--- src/common/fault_pkg.sv ---
// fault_pkg: shared constants and carrier types for the fault supervisor
// assumes a single 100 MHz clock domain
package fault_pkg;

    localparam int CLK_PERIOD_NS = 10;
    // glitch filter time on monitor inputs, in ns
    localparam int DEGLITCH_NS = 1000;
    localparam int DEGLITCH_CYC = (DEGLITCH_NS + CLK_PERIOD_NS - 1) / CLK_PERIOD_NS;
    // default trimmed cycle counts for bootstrap undervoltage
    localparam int BOOT_FCS_CYC_DEF = 8;
    localparam int BOOT_REFRESH_CYC_DEF = 4;
    // default hiccup off time, in ns
    localparam int HICCUP_OFF_NS = 2000;
    localparam int HICCUP_OFF_CYC = HICCUP_OFF_NS / CLK_PERIOD_NS;

    // status byte field positions
    localparam int ST_BUSY = 7;
    localparam int ST_OFF = 6;
    localparam int ST_VOUT = 5;
    localparam int ST_IOUT = 4;
    localparam int ST_INPUT = 3;
    localparam int ST_TEMP = 2;
    localparam int ST_LOGIC = 1;
    localparam int ST_OTHER = 0;
    localparam logic [7:0] STATUS_RST = 8'h00;
    // latched fault bits
    localparam logic [7:0] LATCH_MASK = 8'h3e;

    // raw monitor flags, all active high
    typedef struct packed {
        logic thermalShutdown;
        logic peakCurrentTrip;
        logic feedbackOvervoltage;
        logic backupOvervoltage;
        logic inputUndervoltage;
        logic inputGuard;
        logic bootstrapUndervoltage;
        logic currentLimitRaw;
    } monitor_s;

    localparam int MON_W = $bits(monitor_s);

    // converter operating context
    typedef struct packed {
        logic softStart;
        logic microSleep;
        logic internalFeedback;
        logic powerSave;
        logic forcedContinuousSwitching;
        logic modePinLow;
        logic converterOff;
        logic outputLow;
        logic busy;
    } context_s;

    // actions toward the converter core
    typedef struct packed {
        logic stopConverter;
        logic powerStageHiZ;
        logic blockForcedContinuous;
        logic refreshSwitching;
        logic holdConverterOff;
        logic inputRegulationRun;
    } action_s;

endpackage

--- src/rtl/deglitch.sv ---
// deglitch: per-bit synchroniser plus agreement filter for monitor inputs
// assumes inputs are asynchronous to clk
`timescale 1ns/1ps
module deglitch import fault_pkg::*; #(
    parameter int WIDTH = MON_W,
    parameter int HOLD = DEGLITCH_CYC
) (
    // clock and reset
    input wire logic clk,
    input wire logic reset,
    input wire logic clkEn,
    // raw and filtered
    input wire logic [WIDTH-1:0] rawIn,
    output logic [WIDTH-1:0] cleanOut
);
    localparam int CW = $clog2(HOLD + 1);

    if (HOLD < 1) begin : g_hold_chk
        $error("deglitch HOLD must be at least 1");
    end

    genvar i;
    generate
        for (i = 0; i < WIDTH; i++) begin : g_bit
            logic s1_r, s2_r, s3_r;
            logic [CW-1:0] cnt_r;
            logic out_r;
            always_ff @(posedge clk) begin
                if (reset) begin
                    s1_r <= 1'b0;
                    s2_r <= 1'b0;
                    s3_r <= 1'b0;
                end else if (clkEn) begin
                    s1_r <= rawIn[i];
                    s2_r <= s1_r;
                    s3_r <= s2_r;
                end
            end
            // level must stay stable HOLD cycles before it is taken
            always_ff @(posedge clk) begin
                if (reset) begin
                    cnt_r <= '0;
                    out_r <= 1'b0;
                end else if (clkEn) begin
                    if (s2_r != s3_r || s3_r == out_r) begin
                        cnt_r <= '0;
                    end else if (cnt_r == CW'(HOLD - 1)) begin
                        cnt_r <= '0;
                        out_r <= s3_r;
                    end else begin
                        cnt_r <= cnt_r + 1'b1;
                    end
                end
            end
            assign cleanOut[i] = out_r;
        end
    endgenerate
endmodule // deglitch

--- src/rtl/fault_counter.sv ---
// fault_counter: counts qualified events up to a limit and flags expiry
// assumes event is a one-cycle pulse on clk
`timescale 1ns/1ps
module fault_counter #(
    parameter int LIMIT = 8
) (
    // clock and reset
    input wire logic clk,
    input wire logic reset,
    input wire logic clkEn,
    // control
    input wire logic arm,
    input wire logic tick,
    output logic expired
);
    localparam int CW = $clog2(LIMIT + 1);
    logic [CW-1:0] cnt_r;

    if (LIMIT < 1) begin : g_limit_chk
        $error("fault_counter LIMIT must be at least 1");
    end

    // disarm clears too, but only while the clock enable runs
    always_ff @(posedge clk) begin
        if (reset) begin
            cnt_r <= '0;
        end else if (clkEn) begin
            if (!arm) begin
                cnt_r <= '0;
            end else if (tick && cnt_r != CW'(LIMIT)) begin
                cnt_r <= cnt_r + 1'b1;
            end
        end
    end

    assign expired = arm && (cnt_r == CW'(LIMIT));
endmodule // fault_counter

--- src/rtl/fault_status_protection.sv ---
// fault_status_protection: gathers monitor flags, reacts, reports status byte and pin
// assumes a register interface delivers write/read strobes; monitors are async
//
// Behaviour
// - checksum mismatch sets the logic fault flag.
// - current limit active low when limiter off, high at threshold.
// - power-delivery status follows filtered current limit signal, unlatched.
// - mode 0: pin active for any fault in status byte.
// - indicator mode: pin releases on restart or when fault clears.
// - all status inputs are de-glitched, bounding pin reaction delay; here only the monitor flags are, not checksum or context.
// - mode 1: pin toggles on each change of unlatched or delivery inputs.
// - writing or reading the fault clear byte clears latched faults.
// - writing 1 to a set status bit clears that bit.
// - thermal shutdown stops converter; resumes after hysteresis release.
// - hiccup enabled and peak current trip: stop then restart.
// - feedback overvoltage flagged but regulation continues.
// - feedback overvoltage masked during micro-sleep.
// - feedback overvoltage masked in soft-start and internal feedback.
// - backup overvoltage puts power stage high impedance until it falls.
// - backup overvoltage threshold programmable; circuit may be off in power save.
// - input guard above threshold blocks forced continuous switching.
// - input regulation runs with both enables; pauses while mode pin low. Here it also runs only in forced continuous switching.
// - forced switching bootstrap undervoltage stops after trimmed cycle count.
// - power-save bootstrap undervoltage refreshes, deactivates after trimmed count.
// - checksum mismatch after boot holds converter off.
// - fault flags stay latched until host clears or power cycles.
`timescale 1ns/1ps
module fault_status_protection import fault_pkg::*; #(
    parameter int BOOT_FCS_CYC = BOOT_FCS_CYC_DEF,
    parameter int BOOT_REFRESH_CYC = BOOT_REFRESH_CYC_DEF,
    parameter int HICCUP_CYC = HICCUP_OFF_CYC,
    parameter int THR_W = 8
) (
    // clock and reset
    input wire logic clk,
    input wire logic reset,
    input wire logic clkEn,
    // monitors and context
    input wire monitor_s monitorRaw,
    input wire context_s ctx,
    input wire logic switchCycle,
    // configuration bits
    input wire logic interruptModeSelect,
    input wire logic currentLimiterEnable,
    input wire logic hiccupEnable,
    input wire logic backupOvervoltageEnable,
    input wire logic inputGuardEnable,
    input wire logic inputRegulationEnable,
    input wire logic [THR_W-1:0] backupOvervoltageThreshold,
    input wire logic [THR_W-1:0] inputGuardThreshold,
    // memory boot check
    input wire logic checksumValid,
    input wire logic checksumMismatch,
    // host access strobes
    input wire logic clearFaultsWrite,
    input wire logic clearFaultsRead,
    input wire logic statusWrite,
    input wire logic [7:0] statusWriteData,
    // status outputs
    output logic [7:0] statusByte,
    output logic [7:0] powerDeliveryStatusByte,
    output logic currentLimitActive,
    output logic [THR_W-1:0] backupOvervoltageThresholdOut,
    output logic [THR_W-1:0] inputGuardThresholdOut,
    // actions
    output action_s action,
    // fault pin, open drain
    input wire logic faultInterruptPinIn,
    output logic faultInterruptPinOut,
    output logic faultInterruptPinOe
);

    if (THR_W < 1) begin : g_thr_chk
        $error("THR_W must be at least 1");
    end
    if (HICCUP_CYC < 1) begin : g_hic_chk
        $error("HICCUP_CYC must be at least 1");
    end

    typedef enum logic [1:0] {RUN, HICCUP_OFF, RESTART} hiccup_e;

    monitor_s mon;
    logic [7:0] latched_r, latched_nxt;
    logic [7:0] faultSet;
    logic fbOvQualified, backupOvQualified, limitNow, logicFault_r;
    logic bootFcsExpired, bootRefreshExpired, bootFault_r;
    logic [7:0] instant, instantPrev_r;
    logic [7:0] pdPrev_r;
    logic pinToggle_r, pinPrevMode_r;
    logic converterOffPrev_r;
    hiccup_e hiccup_r;
    logic [$clog2(HICCUP_CYC+1)-1:0] hiccupCnt_r;

    deglitch #(.WIDTH(MON_W), .HOLD(DEGLITCH_CYC)) u_deglitch (
        .clk(clk),
        .reset(reset),
        .clkEn(clkEn),
        .rawIn(monitorRaw),
        .cleanOut(mon)
    );

    // qualified fault sources
    assign fbOvQualified = mon.feedbackOvervoltage && !ctx.microSleep
        && !ctx.softStart && !ctx.internalFeedback;
    assign backupOvQualified = mon.backupOvervoltage
        && backupOvervoltageEnable;
    assign limitNow = currentLimiterEnable && mon.currentLimitRaw;
    assign currentLimitActive = limitNow;
    assign backupOvervoltageThresholdOut = backupOvervoltageThreshold;
    assign inputGuardThresholdOut = inputGuardThreshold;

    // logic fault: checksum compared after memory boot
    always_ff @(posedge clk) begin
        if (reset) begin
            logicFault_r <= 1'b0;
        end else if (clkEn && checksumValid) begin
            logicFault_r <= checksumMismatch;
        end
    end

    always_comb begin
        faultSet = 8'h00;
        faultSet[ST_VOUT] = fbOvQualified || backupOvQualified;
        faultSet[ST_IOUT] = mon.peakCurrentTrip;
        faultSet[ST_INPUT] = mon.inputUndervoltage;
        faultSet[ST_TEMP] = mon.thermalShutdown;
        faultSet[ST_LOGIC] = logicFault_r || bootFault_r;
    end

    // latched faults: clears first, then sets win
    always_comb begin
        latched_nxt = latched_r;
        if (clearFaultsWrite || clearFaultsRead) begin
            latched_nxt = 8'h00;
        end else if (statusWrite) begin
            // zero bits keep their value
            latched_nxt = latched_r & ~statusWriteData;
        end
        latched_nxt = (latched_nxt | faultSet) & LATCH_MASK;
    end

    always_ff @(posedge clk) begin
        if (reset) begin
            latched_r <= STATUS_RST;
        end else if (clkEn) begin
            latched_r <= latched_nxt;
        end
    end

    always_comb begin
        statusByte = latched_r;
        statusByte[ST_BUSY] = ctx.busy;
        statusByte[ST_OFF] = ctx.converterOff || ctx.outputLow;
        statusByte[ST_OTHER] = 1'b0;
    end

    // unlatched delivery status, no holding
    assign powerDeliveryStatusByte = {7'h00, limitNow};

    // instantaneous status inputs for interrupt mode
    assign instant = faultSet;

    // hiccup sequencer
    always_ff @(posedge clk) begin
        if (reset) begin
            hiccup_r <= RUN;
            hiccupCnt_r <= '0;
        end else if (clkEn) begin
            unique case (hiccup_r)
                RUN: begin
                    if (hiccupEnable && mon.peakCurrentTrip) begin
                        hiccup_r <= HICCUP_OFF;
                        hiccupCnt_r <= '0;
                    end
                end
                HICCUP_OFF: begin
                    if (hiccupCnt_r == ($clog2(HICCUP_CYC+1))'(HICCUP_CYC - 1)) begin
                        hiccup_r <= RESTART;
                    end else begin
                        hiccupCnt_r <= hiccupCnt_r + 1'b1;
                    end
                end
                RESTART: begin
                    hiccup_r <= RUN;
                end
                default: hiccup_r <= RUN;
            endcase
        end
    end

    // bootstrap undervoltage in each switching mode
    fault_counter #(.LIMIT(BOOT_FCS_CYC)) u_boot_fcs (
        .clk(clk),
        .reset(reset),
        .clkEn(clkEn),
        .arm(mon.bootstrapUndervoltage && ctx.forcedContinuousSwitching),
        .tick(switchCycle),
        .expired(bootFcsExpired)
    );

    fault_counter #(.LIMIT(BOOT_REFRESH_CYC)) u_boot_ref (
        .clk(clk),
        .reset(reset),
        .clkEn(clkEn),
        .arm(mon.bootstrapUndervoltage && ctx.powerSave),
        .tick(switchCycle),
        .expired(bootRefreshExpired)
    );

    // boot fault holds converter stopped until it is switched off with bootstrap undervoltage gone
    always_ff @(posedge clk) begin
        if (reset) begin
            bootFault_r <= 1'b0;
        end else if (clkEn) begin
            if (bootFcsExpired || bootRefreshExpired) begin
                bootFault_r <= 1'b1;
            end else if (ctx.converterOff && !mon.bootstrapUndervoltage) begin
                bootFault_r <= 1'b0;
            end
        end
    end

    always_comb begin
        action = '0;
        action.stopConverter = mon.thermalShutdown
            || hiccup_r == HICCUP_OFF
            || bootFault_r;
        action.powerStageHiZ = backupOvQualified;
        action.blockForcedContinuous = inputGuardEnable && mon.inputGuard;
        action.refreshSwitching = mon.bootstrapUndervoltage && ctx.powerSave
            && !bootRefreshExpired;
        action.holdConverterOff = logicFault_r;
        action.inputRegulationRun = inputGuardEnable && inputRegulationEnable
            && !ctx.modePinLow && ctx.forcedContinuousSwitching;
    end

    // interrupt mode: toggle on each change; mode change resets the toggle
    always_ff @(posedge clk) begin
        if (reset) begin
            instantPrev_r <= 8'h00;
            pdPrev_r <= 8'h00;
            pinToggle_r <= 1'b0;
            pinPrevMode_r <= 1'b0;
            converterOffPrev_r <= 1'b0;
        end else if (clkEn) begin
            instantPrev_r <= instant;
            pdPrev_r <= powerDeliveryStatusByte;
            pinPrevMode_r <= interruptModeSelect;
            converterOffPrev_r <= ctx.converterOff;
            if (pinPrevMode_r != interruptModeSelect) begin
                pinToggle_r <= 1'b0;
            end else if (instant != instantPrev_r
                || powerDeliveryStatusByte != pdPrev_r) begin
                pinToggle_r <= ~pinToggle_r;
            end
        end
    end

    // indicator mode follows live faults, so restart or clearing releases the pin
    logic indicatorActive;
    assign indicatorActive = |(faultSet & LATCH_MASK)
        && !(converterOffPrev_r && !ctx.converterOff);

    always_comb begin
        faultInterruptPinOut = 1'b0;
        if (interruptModeSelect) begin
            faultInterruptPinOe = pinToggle_r;
        end else begin
            faultInterruptPinOe = indicatorActive;
        end
    end

endmodule // fault_status_protection

--- config.mk ---
export PLATFORM = sky130hd
export DESIGN_NAME = fault_status_protection
export DESIGN_NICKNAME = d
export VERILOG_FILES = /design/src/common/fault_pkg.sv /design/src/rtl/deglitch.sv /design/src/rtl/fault_counter.sv /design/src/rtl/fault_status_protection.sv
export SDC_FILE = /design/constraint.sdc
export NUM_CORES = 1
export LEC_CHECK = 0
export BUFFER_PORTS_ARGS = -buffer_cell sky130_fd_sc_hd__buf_2
export CAP_MARGIN = 10
export CORE_MARGIN = 2
export CORE_UTILIZATION = 33
export DETAILED_ROUTE_END_ITERATION = 6
export PLACE_DENSITY = 0.5
export SLEW_MARGIN = 15
export SYNTH_ARGS = -nofsm -noshare
export SYNTH_HDL_FRONTEND = slang
export SYNTH_HIERARCHICAL = 1
export SYNTH_SLANG_ARGS = --single-unit
export TNS_END_PERCENT = 20
--- constraint.sdc ---
create_clock -name clk -period 2.8 [get_ports clk]
set_input_delay 0.28 -clock clk [delete_from_list [all_inputs] [get_ports clk]]
set_output_delay 0.28 -clock clk [all_outputs]
set_load 0.005 [all_outputs]
# [Word-level counts from Yosys, hierarchy flattened]
# Cells that the tools add are included.
[classes] n_reduce_logical=64 n_eq_ne=38 n_bitwise=12 add_sub_neg=11 mux=33
[ops] operator="$mux 7" count=16
[ops] operator="$add 7x1->7 const B" count=8
[ops] operator="$eq 7x7->1 const B" count=8
[ops] operator="$reduce_and 3->1" count=9
[ops] operator="$logic_and 1x1->1" count=21
[ops] operator="$logic_or 1x1->1" count=16
[ops] operator="$mux 8" count=2
[ops] operator="$pmux 8 s2" count=1
[ops] operator="$mux 6" count=2
[ops] operator="$ne 1x1->1" count=10
[ops] operator="$ne 2x2->1 const B" count=5
[ops] operator="$not 1->1" count=9
[ops] operator="$add 8x1->8 const B" count=1
[ops] operator="$eq 1x1->1" count=8
[ops] operator="$eq 8x8->1 const B" count=1
[ops] operator="$logic_not 1->1" count=8
[ops] operator="$mux 4" count=2
[ops] operator="$reduce_and 2->1" count=4
[ops] operator="$and 6x6->6" count=1
[ops] operator="$mux 3" count=2
[ops] operator="$not 6->6" count=1
[ops] operator="$or 6x6->6" count=1
[ops] operator="$reduce_bool 2->1" count=3
[ops] operator="$mux 1" count=5
[ops] operator="other kinds (13)" count=14
[totals] regBits=121

# [Depth between registers and ports, before layout]
# Gate-level depths: netlist of run 1.
[depth] word_depth=9 mapped_depth=6 depth_no_buf=6

# [By module]
# The synthesis of run 1 kept the hierarchy.
[modules_own_cells] module="deglitch" area_per_inst_um2=4450.5 instances=1 cells_each=505
[modules_own_cells] module="fault_status_protection" area_per_inst_um2=1463.9 instances=1 cells_each=177
[modules_own_cells] module="fault_counter (u_boot_fcs)" area_per_inst_um2=250.2 instances=1 cells_each=30
[modules_own_cells] module="fault_counter (u_boot_ref)" area_per_inst_um2=191.4 instances=1 cells_each=22

# [Least setup slack after synthesis of run 1]
# Ideal clock, no wire load.
[synth_timing] path_kind="register to register" from="register u_deglitch.g_bit[1].cnt_r[2]" to="register u_deglitch.g_bit[1].cnt_r[2]" path_stages_with_launch=5 setup_ps=149 setup_slack_ps=1135 synth_period_minus_slack_ps=1665 t_arrival_ps=1516 required_ps=2651 cell_sequence="dfxtp_1 -> or4b_2 -> or2_2 -> a31oi_1 -> a311oi_1"
[synth_via] elab_chain_cells=3 elab_cells_between_ends=4 cone_classes="1 x add/sub; 1 x eq/ne; 2 x mux"
[synth_lines] item="start, declared" line_no="deglitch.sv:26" rtl="logic [CW-1:0] cnt_r;"
[synth_lines] item="start signal, assigned" line_no="deglitch.sv:51" rtl="cnt_r <= cnt_r + 1'b1;"
[synth_lines] item="$add 7x1->7 / $eq 7x7->1 (equally long branches)" line_no="deglitch.sv:51, deglitch.sv:47"
[synth_lines] item="$mux 7 *" line_no="deglitch.sv:47" rtl="end else if (cnt_r == CW'(HOLD - 1)) begin"
[synth_lines] item="$mux 7 *" line_no="deglitch.sv:45" rtl="if (s2_r != s3_r || s3_r == out_r) begin"
# Mark *: on every way between the ends. The rest lies on a longest branch, timed or not.
# A chain may end at the register's enable or synchronous reset.

# [Worst setup path in the final report of run 1]
[layout_timing] from="register u_deglitch.g_bit[5].out_r" to="output port faultInterruptPinOe"
[layout_via] elab_chain_cells=7
[layout_lines] item="start, declared" line_no="deglitch.sv:27" rtl="logic out_r;"
[layout_lines] item="start signal, assigned" line_no="deglitch.sv:49" rtl="out_r <= s3_r;"
[layout_lines] item="$logic_and 1x1->1" line_no="fault_status_protection.sv:103" rtl="assign fbOvQualified = mon.feedbackOvervoltage && !ctx.microSleep"
[layout_lines] item="$logic_and 1x1->1 (2 in series)" line_no="fault_status_protection.sv:104" rtl="&& !ctx.softStart && !ctx.internalFeedback;"
[layout_lines] item="$logic_or 1x1->1" line_no="fault_status_protection.sv:123" rtl="faultSet[ST_VOUT] = fbOvQualified || backupOvQualified;"
[layout_lines] item="$reduce_or 5->1" line_no="fault_status_protection.sv:261" rtl="assign indicatorActive = |(faultSet & LATCH_MASK)"
[layout_lines] item="$logic_and 1x1->1" line_no="fault_status_protection.sv:262" rtl="&& !(converterOffPrev_r && !ctx.converterOff);"
[layout_lines] item="$mux 1" line_no="fault_status_protection.sv:266" rtl="if (interruptModeSelect) begin"
[layout_lines] item="end, declared" line_no="fault_status_protection.sv:70" rtl="output logic faultInterruptPinOe"
# No other way between the ends.

==> results of run 1 <==
-- power by group through the flow --
| stage | combinational [mW] | sequential, mW | clock, mW |
|---|---|---|---|
| 2_1_floorplan | 0.135 | 1.79 | 0 |
| 3_3_place_gp | 0.173 | 1.79 | 0 |
| 3_5_place_dp | 0.176 | 1.79 | 0 |
| 4_1_cts | 0.177 | 1.75 | 2.31 |
| 5_1_grt | 0.195 | 1.76 | 2.39 |
| 6_report | 0.175 | 1.76 | 2.25 |
-- metal layers --
layer  up-vias  wire [um]  global-route usage  share of wire
li1       2714          -                   -              -
met1      2573       6740               0.175           0.49
met2        98       6210               0.231           0.45
met3        24        581              0.0376          0.042
met4         0        258              0.0599          0.019
met5         -          0                   0              0
-- worst min-delay path: stages --
cell	delay, ns
buf_2	0.08
mux2i_1	0.06
nor2_1	0.07
-- cells by family after synthesis --
family,count (synthesis)
AOI/OAI and AO/OA,148
xor gates and xnor gates,13
adders and majority gates,13
buffers and inverters,82
DFF,121
muxes,33
other,1
and+or+nand+nor,323
-- cells in the final DEF (no fill, tap or decap), types with 4 or more instances in the layout --
| cell type | synthesis | layout |
|---|---|---|
| a311oi_1 | 16 | 16 |
| buf_4 | 38 | 7 |
| ha_1 | 13 | 13 |
| o22ai_1 | 9 | 9 |
| nand2_1 | 76 | 76 |
| nand3b_1 | 19 | 19 |
| or4b_1 | 4 | 4 |
| or3b_1 | 6 | 6 |
| a211oi_1 | 12 | 12 |
| a32oi_1 | 4 | 4 |
| nor2_1 | 56 | 56 |
| xor2_1 | 11 | 11 |
| a21oi_1 | 37 | 37 |
| nor2b_1 | 8 | 8 |
| inv_1 | 14 | 14 |
| nand4b_1 | 15 | 15 |
| nand2b_1 | 19 | 19 |
| nor3b_1 | 4 | 4 |
| nand4bb_1 | 8 | 8 |
| o211ai_1 | 6 | 6 |
| a31oi_1 | 26 | 26 |
| dfxtp_1 | 121 | 121 |
| mux2i_1 | 33 | 33 |
| and2_1 | 6 | 6 |
| and3_1 | 18 | 18 |
| conb_1 | 1 | 9 |
| nand3_1 | 39 | 39 |
| buf_2 | 3 | 48 |
| or2_2 | 8 | 8 |
| clkbuf_16 | 0 | 17 |
| a41oi_1 | 10 | 10 |
| o21ai_0 | 12 | 12 |
| nand4_1 | 12 | 12 |
| a22oi_1 | 4 | 4 |
-- Yosys cell counts, types with 3 or more instances --
| library cell | instances |
|---|---|
| nor2_1 | 56 |
| nand2b_1 | 19 |
| nor4_1 | 3 |
| inv_1 | 14 |
| xor2_1 | 11 |
| buf_1 | 5 |
| buf_4 | 38 |
| a21oi_1 | 37 |
| a31oi_1 | 26 |
| or4b_2 | 3 |
| and2_1 | 6 |
| a211oi_1 | 12 |
| a32oi_1 | 4 |
| nor3b_1 | 4 |
| clkbuf_1 | 21 |
| and3_1 | 18 |
| nand4bb_1 | 8 |
| nor2b_1 | 8 |
| nand4_1 | 12 |
| nand3b_1 | 19 |
| or3_1 | 3 |
| o21ai_0 | 12 |
| a311oi_1 | 16 |
| ha_1 | 13 |
| nand3_1 | 39 |
| a22oi_1 | 4 |
| a41oi_1 | 10 |
| or4b_1 | 4 |
| nor4b_1 | 3 |
| buf_2 | 3 |
| o211ai_1 | 6 |
| or3b_1 | 6 |
| o22ai_1 | 9 |
| dfxtp_1 | 121 |
| or2_2 | 8 |
| nand2_1 | 76 |
| mux2i_1 | 33 |
| nor3_1 | 3 |
| nand4b_1 | 15 |
-- flip-flops by register name, indices dropped and copies added, names as in the netlist, 5 cells and up --
register / flops
hiccupCnt_r: 8
instantPrev_r: 5
latched_r: 5
u_deglitch/g_bit.cnt_r: 56
u_deglitch/g_bit.out_r: 8
u_deglitch/g_bit.s1_r: 8
u_deglitch/g_bit.s2_r: 8
u_deglitch/g_bit.s3_r: 8
-- worst paths after layout --
check                           slack, ns                        to  depth (start not counted)
worst min-delay path                  0.1  u_deglitch/g_bit[1].s1_r                          3
worst min register to register       0.48          instantPrev_r[3]                          2
worst max-delay path                 0.49       faultInterruptPinOe                          5
worst max register to register       0.97            hiccupCnt_r[7]                          6
-- cell type report --
class / count / area, um2
clock buffer: 21 / 460
clock inverter: 11 / 146
tap: 260 / 325
inverter: 15 / 56.3
fill: 1899 / 11600
sequential: 121 / 2420
multi-input combinational: 539 / 3510
timing repair buffer: 57 / 333
-- through the flow --
stage / std cells / total power [mW] / setup WS [ns] / instance area, um2 / util
2_1_floorplan: 742 / 1.92 / 1.14 / 6390 / -
3_3_place_gp: 992 / 1.96 / 0.929 / 6650 / 0.353
3_5_place_dp: 992 / 1.97 / 0.858 / 6650 / 0.353
4_1_cts: 1024 / 4.25 / 0.463 / 7250 / 0.385
5_1_grt: 1024 / 4.34 / 0.252 / 7250 / 0.385
6_report: 1024 / 4.18 / 0.491 / 7250 / 0.385
==> results.md, run 1 <==
* Root Driver: clkbuf_16
* Post-synthesis mux area share at 0.0520
* Top post-synthesis cells by area: dfxtp_1 38%, mux2i_1 5.2%, buf_4 4.5%, nand2_1 4.5%, nor2_1 3.3%
* Comb power frac at 0.042
* Compound-cell area share of the yosys netlist at 0.163
* Critical path type: reg -> out
* TritonCTS clock tree: done
* Type of origin of the critical path: register
* Diode count at 0
* Post-Route Setup TNS at 0 ns
* FFs w/ async S/R, synth at 0
* # clock sinks at 121
* Largest stage delay, worst path at 0.52 ns
* RSZ-0062 raised after global routing: no
* HP Class: in -> reg
* Count of different cell masters after synthesis at 60
* Post-Synth Simple-Gate Area at 0.289
* First-pass GRT wire length at 23.2 mm
* Post-Synth Adder-Cell Area at 0.0256
* Post-route ant nets at 0
* Core area at 18,800 um2
* Layout cells sized above 1 at 0.144
* Outcome: finished clean
* Seq pwr share at 0.420
* Worst path buffer plus inverter count at 1
* Syn Area/Cell at 8.66 um2
* Routed length per instance at 13.5 um
* Worst VDD drop at 0.361 mV
* HPWL after detailed placement at 9.19 mm
* GRT overflow at 0
* Pre-antenna DRT Iters at 4
* Switch Pwr at 928 uW
* Vias at 5,409
* Die height at 143 um
* Die area at 20,400 um2
* Yosys warning count at 6
* Hold slack at 0.0989 ns
* Initial Util at 0.338
* Gr usage total at 0.141
* PwrDens at 576 nW/um2
* Maximum clock path buffer count at 2
* Gp weighted congestion at 0.772
* Leakage at 2.59 nW
* Clk Latency, worst-skew pair at 0.42 ns
* Die X at 143 um
* Initial antenna violation count at 0
* Seq/Total Area, Yosys at 0.381
* Worst Path Max Fanout at 6
* Routed vias/inst at 5.28
* Ports at 98
* Total number of H-tree levels at 4
* Critical path data required time at 2.52 ns
* Seq cells post-synth at 121
* Iteration-0 DRC Markers at 329
* Vias in the first global route at 5,006
* CP Launch Point: u_deglitch/g_bit[5].out_r
* Worst-path cell chain: nor4b_1, or2_2, o22ai_1, o21ai_0, buf_2
* Largest net degree at the start of global routing at 64
* Setup Viol. Count Final at 0
* Relative slew slack at 0.515
* Period utilisation layout at 0.825
* Switching fraction of total power at 0.222
* Internal power at 3.25 mW
* Row Count at 50
* Number of max-cap violations at 0
* Top cell type's share of synthesized area at 0.381
* Max Clk Rate at 433 MHz
* Final #Nets at 821
* Largest family of logic cells by synthesized area: simple AND/OR/NAND/NOR gates
* TritonCTS Buffers at 17
* Number of port buffers at 50
* FF-to-FF Start: hiccupCnt_r[0]
* Mapped cell area at 6360 um2
* Reg clk slew, reported paths at 0.06 ns
* Clk pwr share at 0.538
* Cell family with most CP delay: simple AND/OR/NAND/NOR gates
* Max stage delay cell, worst path: nor4b_1
* Hold Fails Final Rpt at 0
* Synth Area in XOR/XNOR at 0.0179
* Final Routed Wirelength at 13.8 mm
* Count of pins over their slew limit at 0
* Synth Instances at 734
* Min Tclk post-route at 2.31 ns
* HP Start: monitorRaw[1]
* Leading area contributor after synthesis: dfxtp_1
* Data arrival time of the worst path at 2.03 ns
* EDFF count, synth at 0
* Setup crit end kind: output pin
* Clk_skew at 0.00752 ns
* DRC viols at 0
* Area growth syn-to-layout at 14.1%
* Worst-Margin Slew at 0.721 ns
* Resized cells post-CTS at 0
* Setup Buffers After CTS at 0
* # hold bufs at CTS at 0
* Most used flip-flop cell after synthesis: dfxtp_1
No activity file was read; power rests on OpenSTA's default activity.
==> inputs of run 2 (changes only) <==
--- a/config.mk
+++ b/config.mk
@@ -10,7 +10,7 @@
 export CORE_MARGIN = 2
 export CORE_UTILIZATION = 33
 export DETAILED_ROUTE_END_ITERATION = 6
-export PLACE_DENSITY = 0.5
+export PLACE_DENSITY = 0.52
 export SLEW_MARGIN = 15
 export SYNTH_ARGS = -nofsm -noshare
 export SYNTH_HDL_FRONTEND = slang
==> constraint.sdc (replaced) <==
create_clock -name clk -period 2 [get_ports clk]
set_input_delay 0.2 -clock clk [delete_from_list [all_inputs] [get_ports clk]]
set_output_delay 0.2 -clock clk [all_outputs]
set_load 0.005 [all_outputs]
==> results.md, run 2 (same netlist as run 1, synthesis figures left out) <==
* Largest Register: u_deglitch/g_bit.cnt_r (unchanged)
* Outcome: finished clean (unchanged)
* Layout Utilization at 0.390 (was 0.385)
* Data arrival time of the worst path at 1.69 ns (was 2.03 ns)
* Post-Route Setup TNS at 0 ns (unchanged)
* Min Tclk post-route at 1.89 ns
* Routed vias/inst at 5.27 (was 5.28)
* Row Count at 50 (unchanged)
* Setup crit end kind: output pin (unchanged)
* Leakage at 2.65 nW (was 2.59 nW)
* Worst Path Max Fanout at 6 (unchanged)
* Hold slack at 0.0261 ns (was 0.0989 ns)
* Max stage delay cell, worst path: dfxtp_1 (was nor4b_1)
* # clock sinks at 121 (unchanged)
* Vias in the first global route at 4,914 (was 5,006)
* Final #Nets at 826 (was 821)
* Largest register FFs at 56 (unchanged)
* Setup Buffers After CTS at 0 (unchanged)
* Die area at 20,400 um2 (unchanged)
* Cell family with most CP delay: simple AND/OR/NAND/NOR gates (unchanged)
* Vias at 5,426 (was 5,409)
* Layout cells sized above 1 at 0.151 (was 0.144)
* Initial antenna violation count at 0 (unchanged)
* Gr usage total at 0.141 (about the same)
* Die height at 143 um (unchanged)
* HPWL after detailed placement at 9.38 mm (was 9.19 mm)
* Routed length per instance at 13.5 um (about the same)
* Clk_skew at 0.00733 ns (was 0.00752 ns)
* Worst-Margin Slew at 0.519 ns (was 0.721 ns)
* Gp weighted congestion at 0.790 (was 0.772)
* Setup Viol. Count Final at 0 (unchanged)
* Count of pins over their slew limit at 0 (unchanged)
* Critical path type: reg -> out (unchanged)
* Root Driver: clkbuf_16 (unchanged)
* Ports at 98 (unchanged)
* TritonCTS clock tree: done (unchanged)
* HP Start: monitorRaw[6] (was monitorRaw[1])
* Largest net degree at the start of global routing at 72 (was 64)
* Type of origin of the critical path: register (unchanged)
* Final Routed Wirelength at 13.9 mm (was 13.8 mm)
* PwrDens at 812 nW/um2 (was 576 nW/um2)
* Maximum clock path buffer count at 2 (unchanged)
* First-pass GRT wire length at 23.3 mm (was 23.2 mm)
* Most common cell after layout, fill and taps aside: dfxtp_1 (unchanged)
* FF-to-FF Start: hiccupCnt_r[0] (unchanged)
* Worst path buffer plus inverter count at 1 (unchanged)
* HP Class: in -> reg (unchanged)
* Die X at 143 um (unchanged)
* Area growth syn-to-layout at 15.6% (was 14.1%)
* Initial Util at 0.338 (unchanged)
* Clk Latency, worst-skew pair at 0.41 ns (was 0.42 ns)
* Most frequent cells in the layout: 120 x dfxtp_1, 76 x nand2_1, 56 x nor2_1, 48 x buf_2, 39 x nand3_1 (was 121 x dfxtp_1, 76 x nand2_1, 56 x nor2_1, 48 x buf_2, 39 x nand3_1)
* Max Clk Rate at 529 MHz
* Iteration-0 DRC Markers at 380 (was 329)
* Worst VDD drop at 0.371 mV (was 0.361 mV)
* # hold bufs at CTS at 0 (unchanged)
* Core area at 18,800 um2 (unchanged)
* Period utilisation layout at 0.946
* GRT overflow at 0 (unchanged)
* Pre-antenna DRT Iters at 5 (was 4)
* Diode count at 0 (unchanged)
* Relative slew slack at 0.654 (was 0.515)
* Worst-path cell chain: and2_1, or2_2, o22ai_1, o21ai_0, buf_2 (was nor4b_1, or2_2, o22ai_1, o21ai_0, buf_2)
* Number of port buffers at 50 (unchanged)
* RSZ-0062 raised after global routing: no (unchanged)
* Largest stage delay, worst path at 0.38 ns (was 0.52 ns)
* Reg clk slew, reported paths at 0.05 ns (was 0.06 ns)
* DRC viols at 0 (unchanged)
* Post-route ant nets at 0 (unchanged)
* Hold Fails Final Rpt at 0 (unchanged)
* Number of max-cap violations at 0 (unchanged)
* Critical path data required time at 1.80 ns (was 2.52 ns)
* Total number of H-tree levels at 4 (unchanged)
* TritonCTS Buffers at 17 (unchanged)
* CP Launch Point: u_deglitch/g_bit[4].out_r (was u_deglitch/g_bit[5].out_r)
==> run 2: worst paths after layout <==
path / to / slack [ns] / depth (start not counted)
setup / recovery: faultInterruptPinOe / 0.11 / 5
hold / removal: u_deglitch/g_bit[6].s1_r / 0.03 / 3
setup reg to reg: hiccupCnt_r[6] / 0.16 / 6
hold reg to reg: converterOffPrev_r / 0.46 / 2
==> run 2: power breakdown <==
| part | internal [mW] | total, mW | leakage (nW) | switching, mW |
|---|---|---|---|---|
| registers | 2.44 | 2.46 | 0.978 | 0.0214 |
| clock network | 2.21 | 3.25 | 0.314 | 1.04 |
| logic | 0.0982 | 0.252 | 1.35 | 0.154 |
| total | 4.75 | 5.96 | 2.65 | 1.22 |
==> run 2: repair_timing <==
action	4_1_cts	5_1_grt
setup endpoints to repair	1	0
endpoints found under the hold margin	0	0
resized for setup	3	0
==> run 2: area by class of cell <==
| type | count | area, um2 |
|---|---|---|
| repair buffers | 62 | 383 |
| fillers | 1840 | 11500 |
| inverters | 15 | 56.3 |
| flip-flops and latches | 121 | 2420 |
| well taps | 260 | 325 |
| clock buffers | 24 | 492 |
| multi-input cells | 539 | 3520 |
| clock inverters | 8 | 140 |
==> run 2: layer usage <==
layer  share of wire  GRT usage  wire length, um
met5               0          0                0
met4           0.019     0.0625              261
met3           0.047     0.0322              645
met2            0.45      0.222             6240
met1            0.48      0.184             6720
==> run 2: worst reg2reg max path, cell delays in order, from the launching register on <==
cell and delay (ns):
dfxtp_1 0.33, ha_1 0.25, and4_1 0.26, a211oi_4 0.47, nand4_1 0.20, xor2_1 0.18, nor2_1 0.05
==> run 2: through the flow <==
stage | total power, mW | instances | area, um2 | worst slack [ns]
6_report | 5.96 | 1029 | 7340 | 0.108
5_1_grt | 6.20 | 1029 | 7340 | 0.0123
4_1_cts | 6.06 | 1029 | 7340 | 0.0736
3_5_place_dp | 2.76 | 997 | 6700 | 0.194
3_3_place_gp | 2.76 | 997 | 6700 | 0.240
2_1_floorplan | 2.69 | 742 | 6390 | 0.335
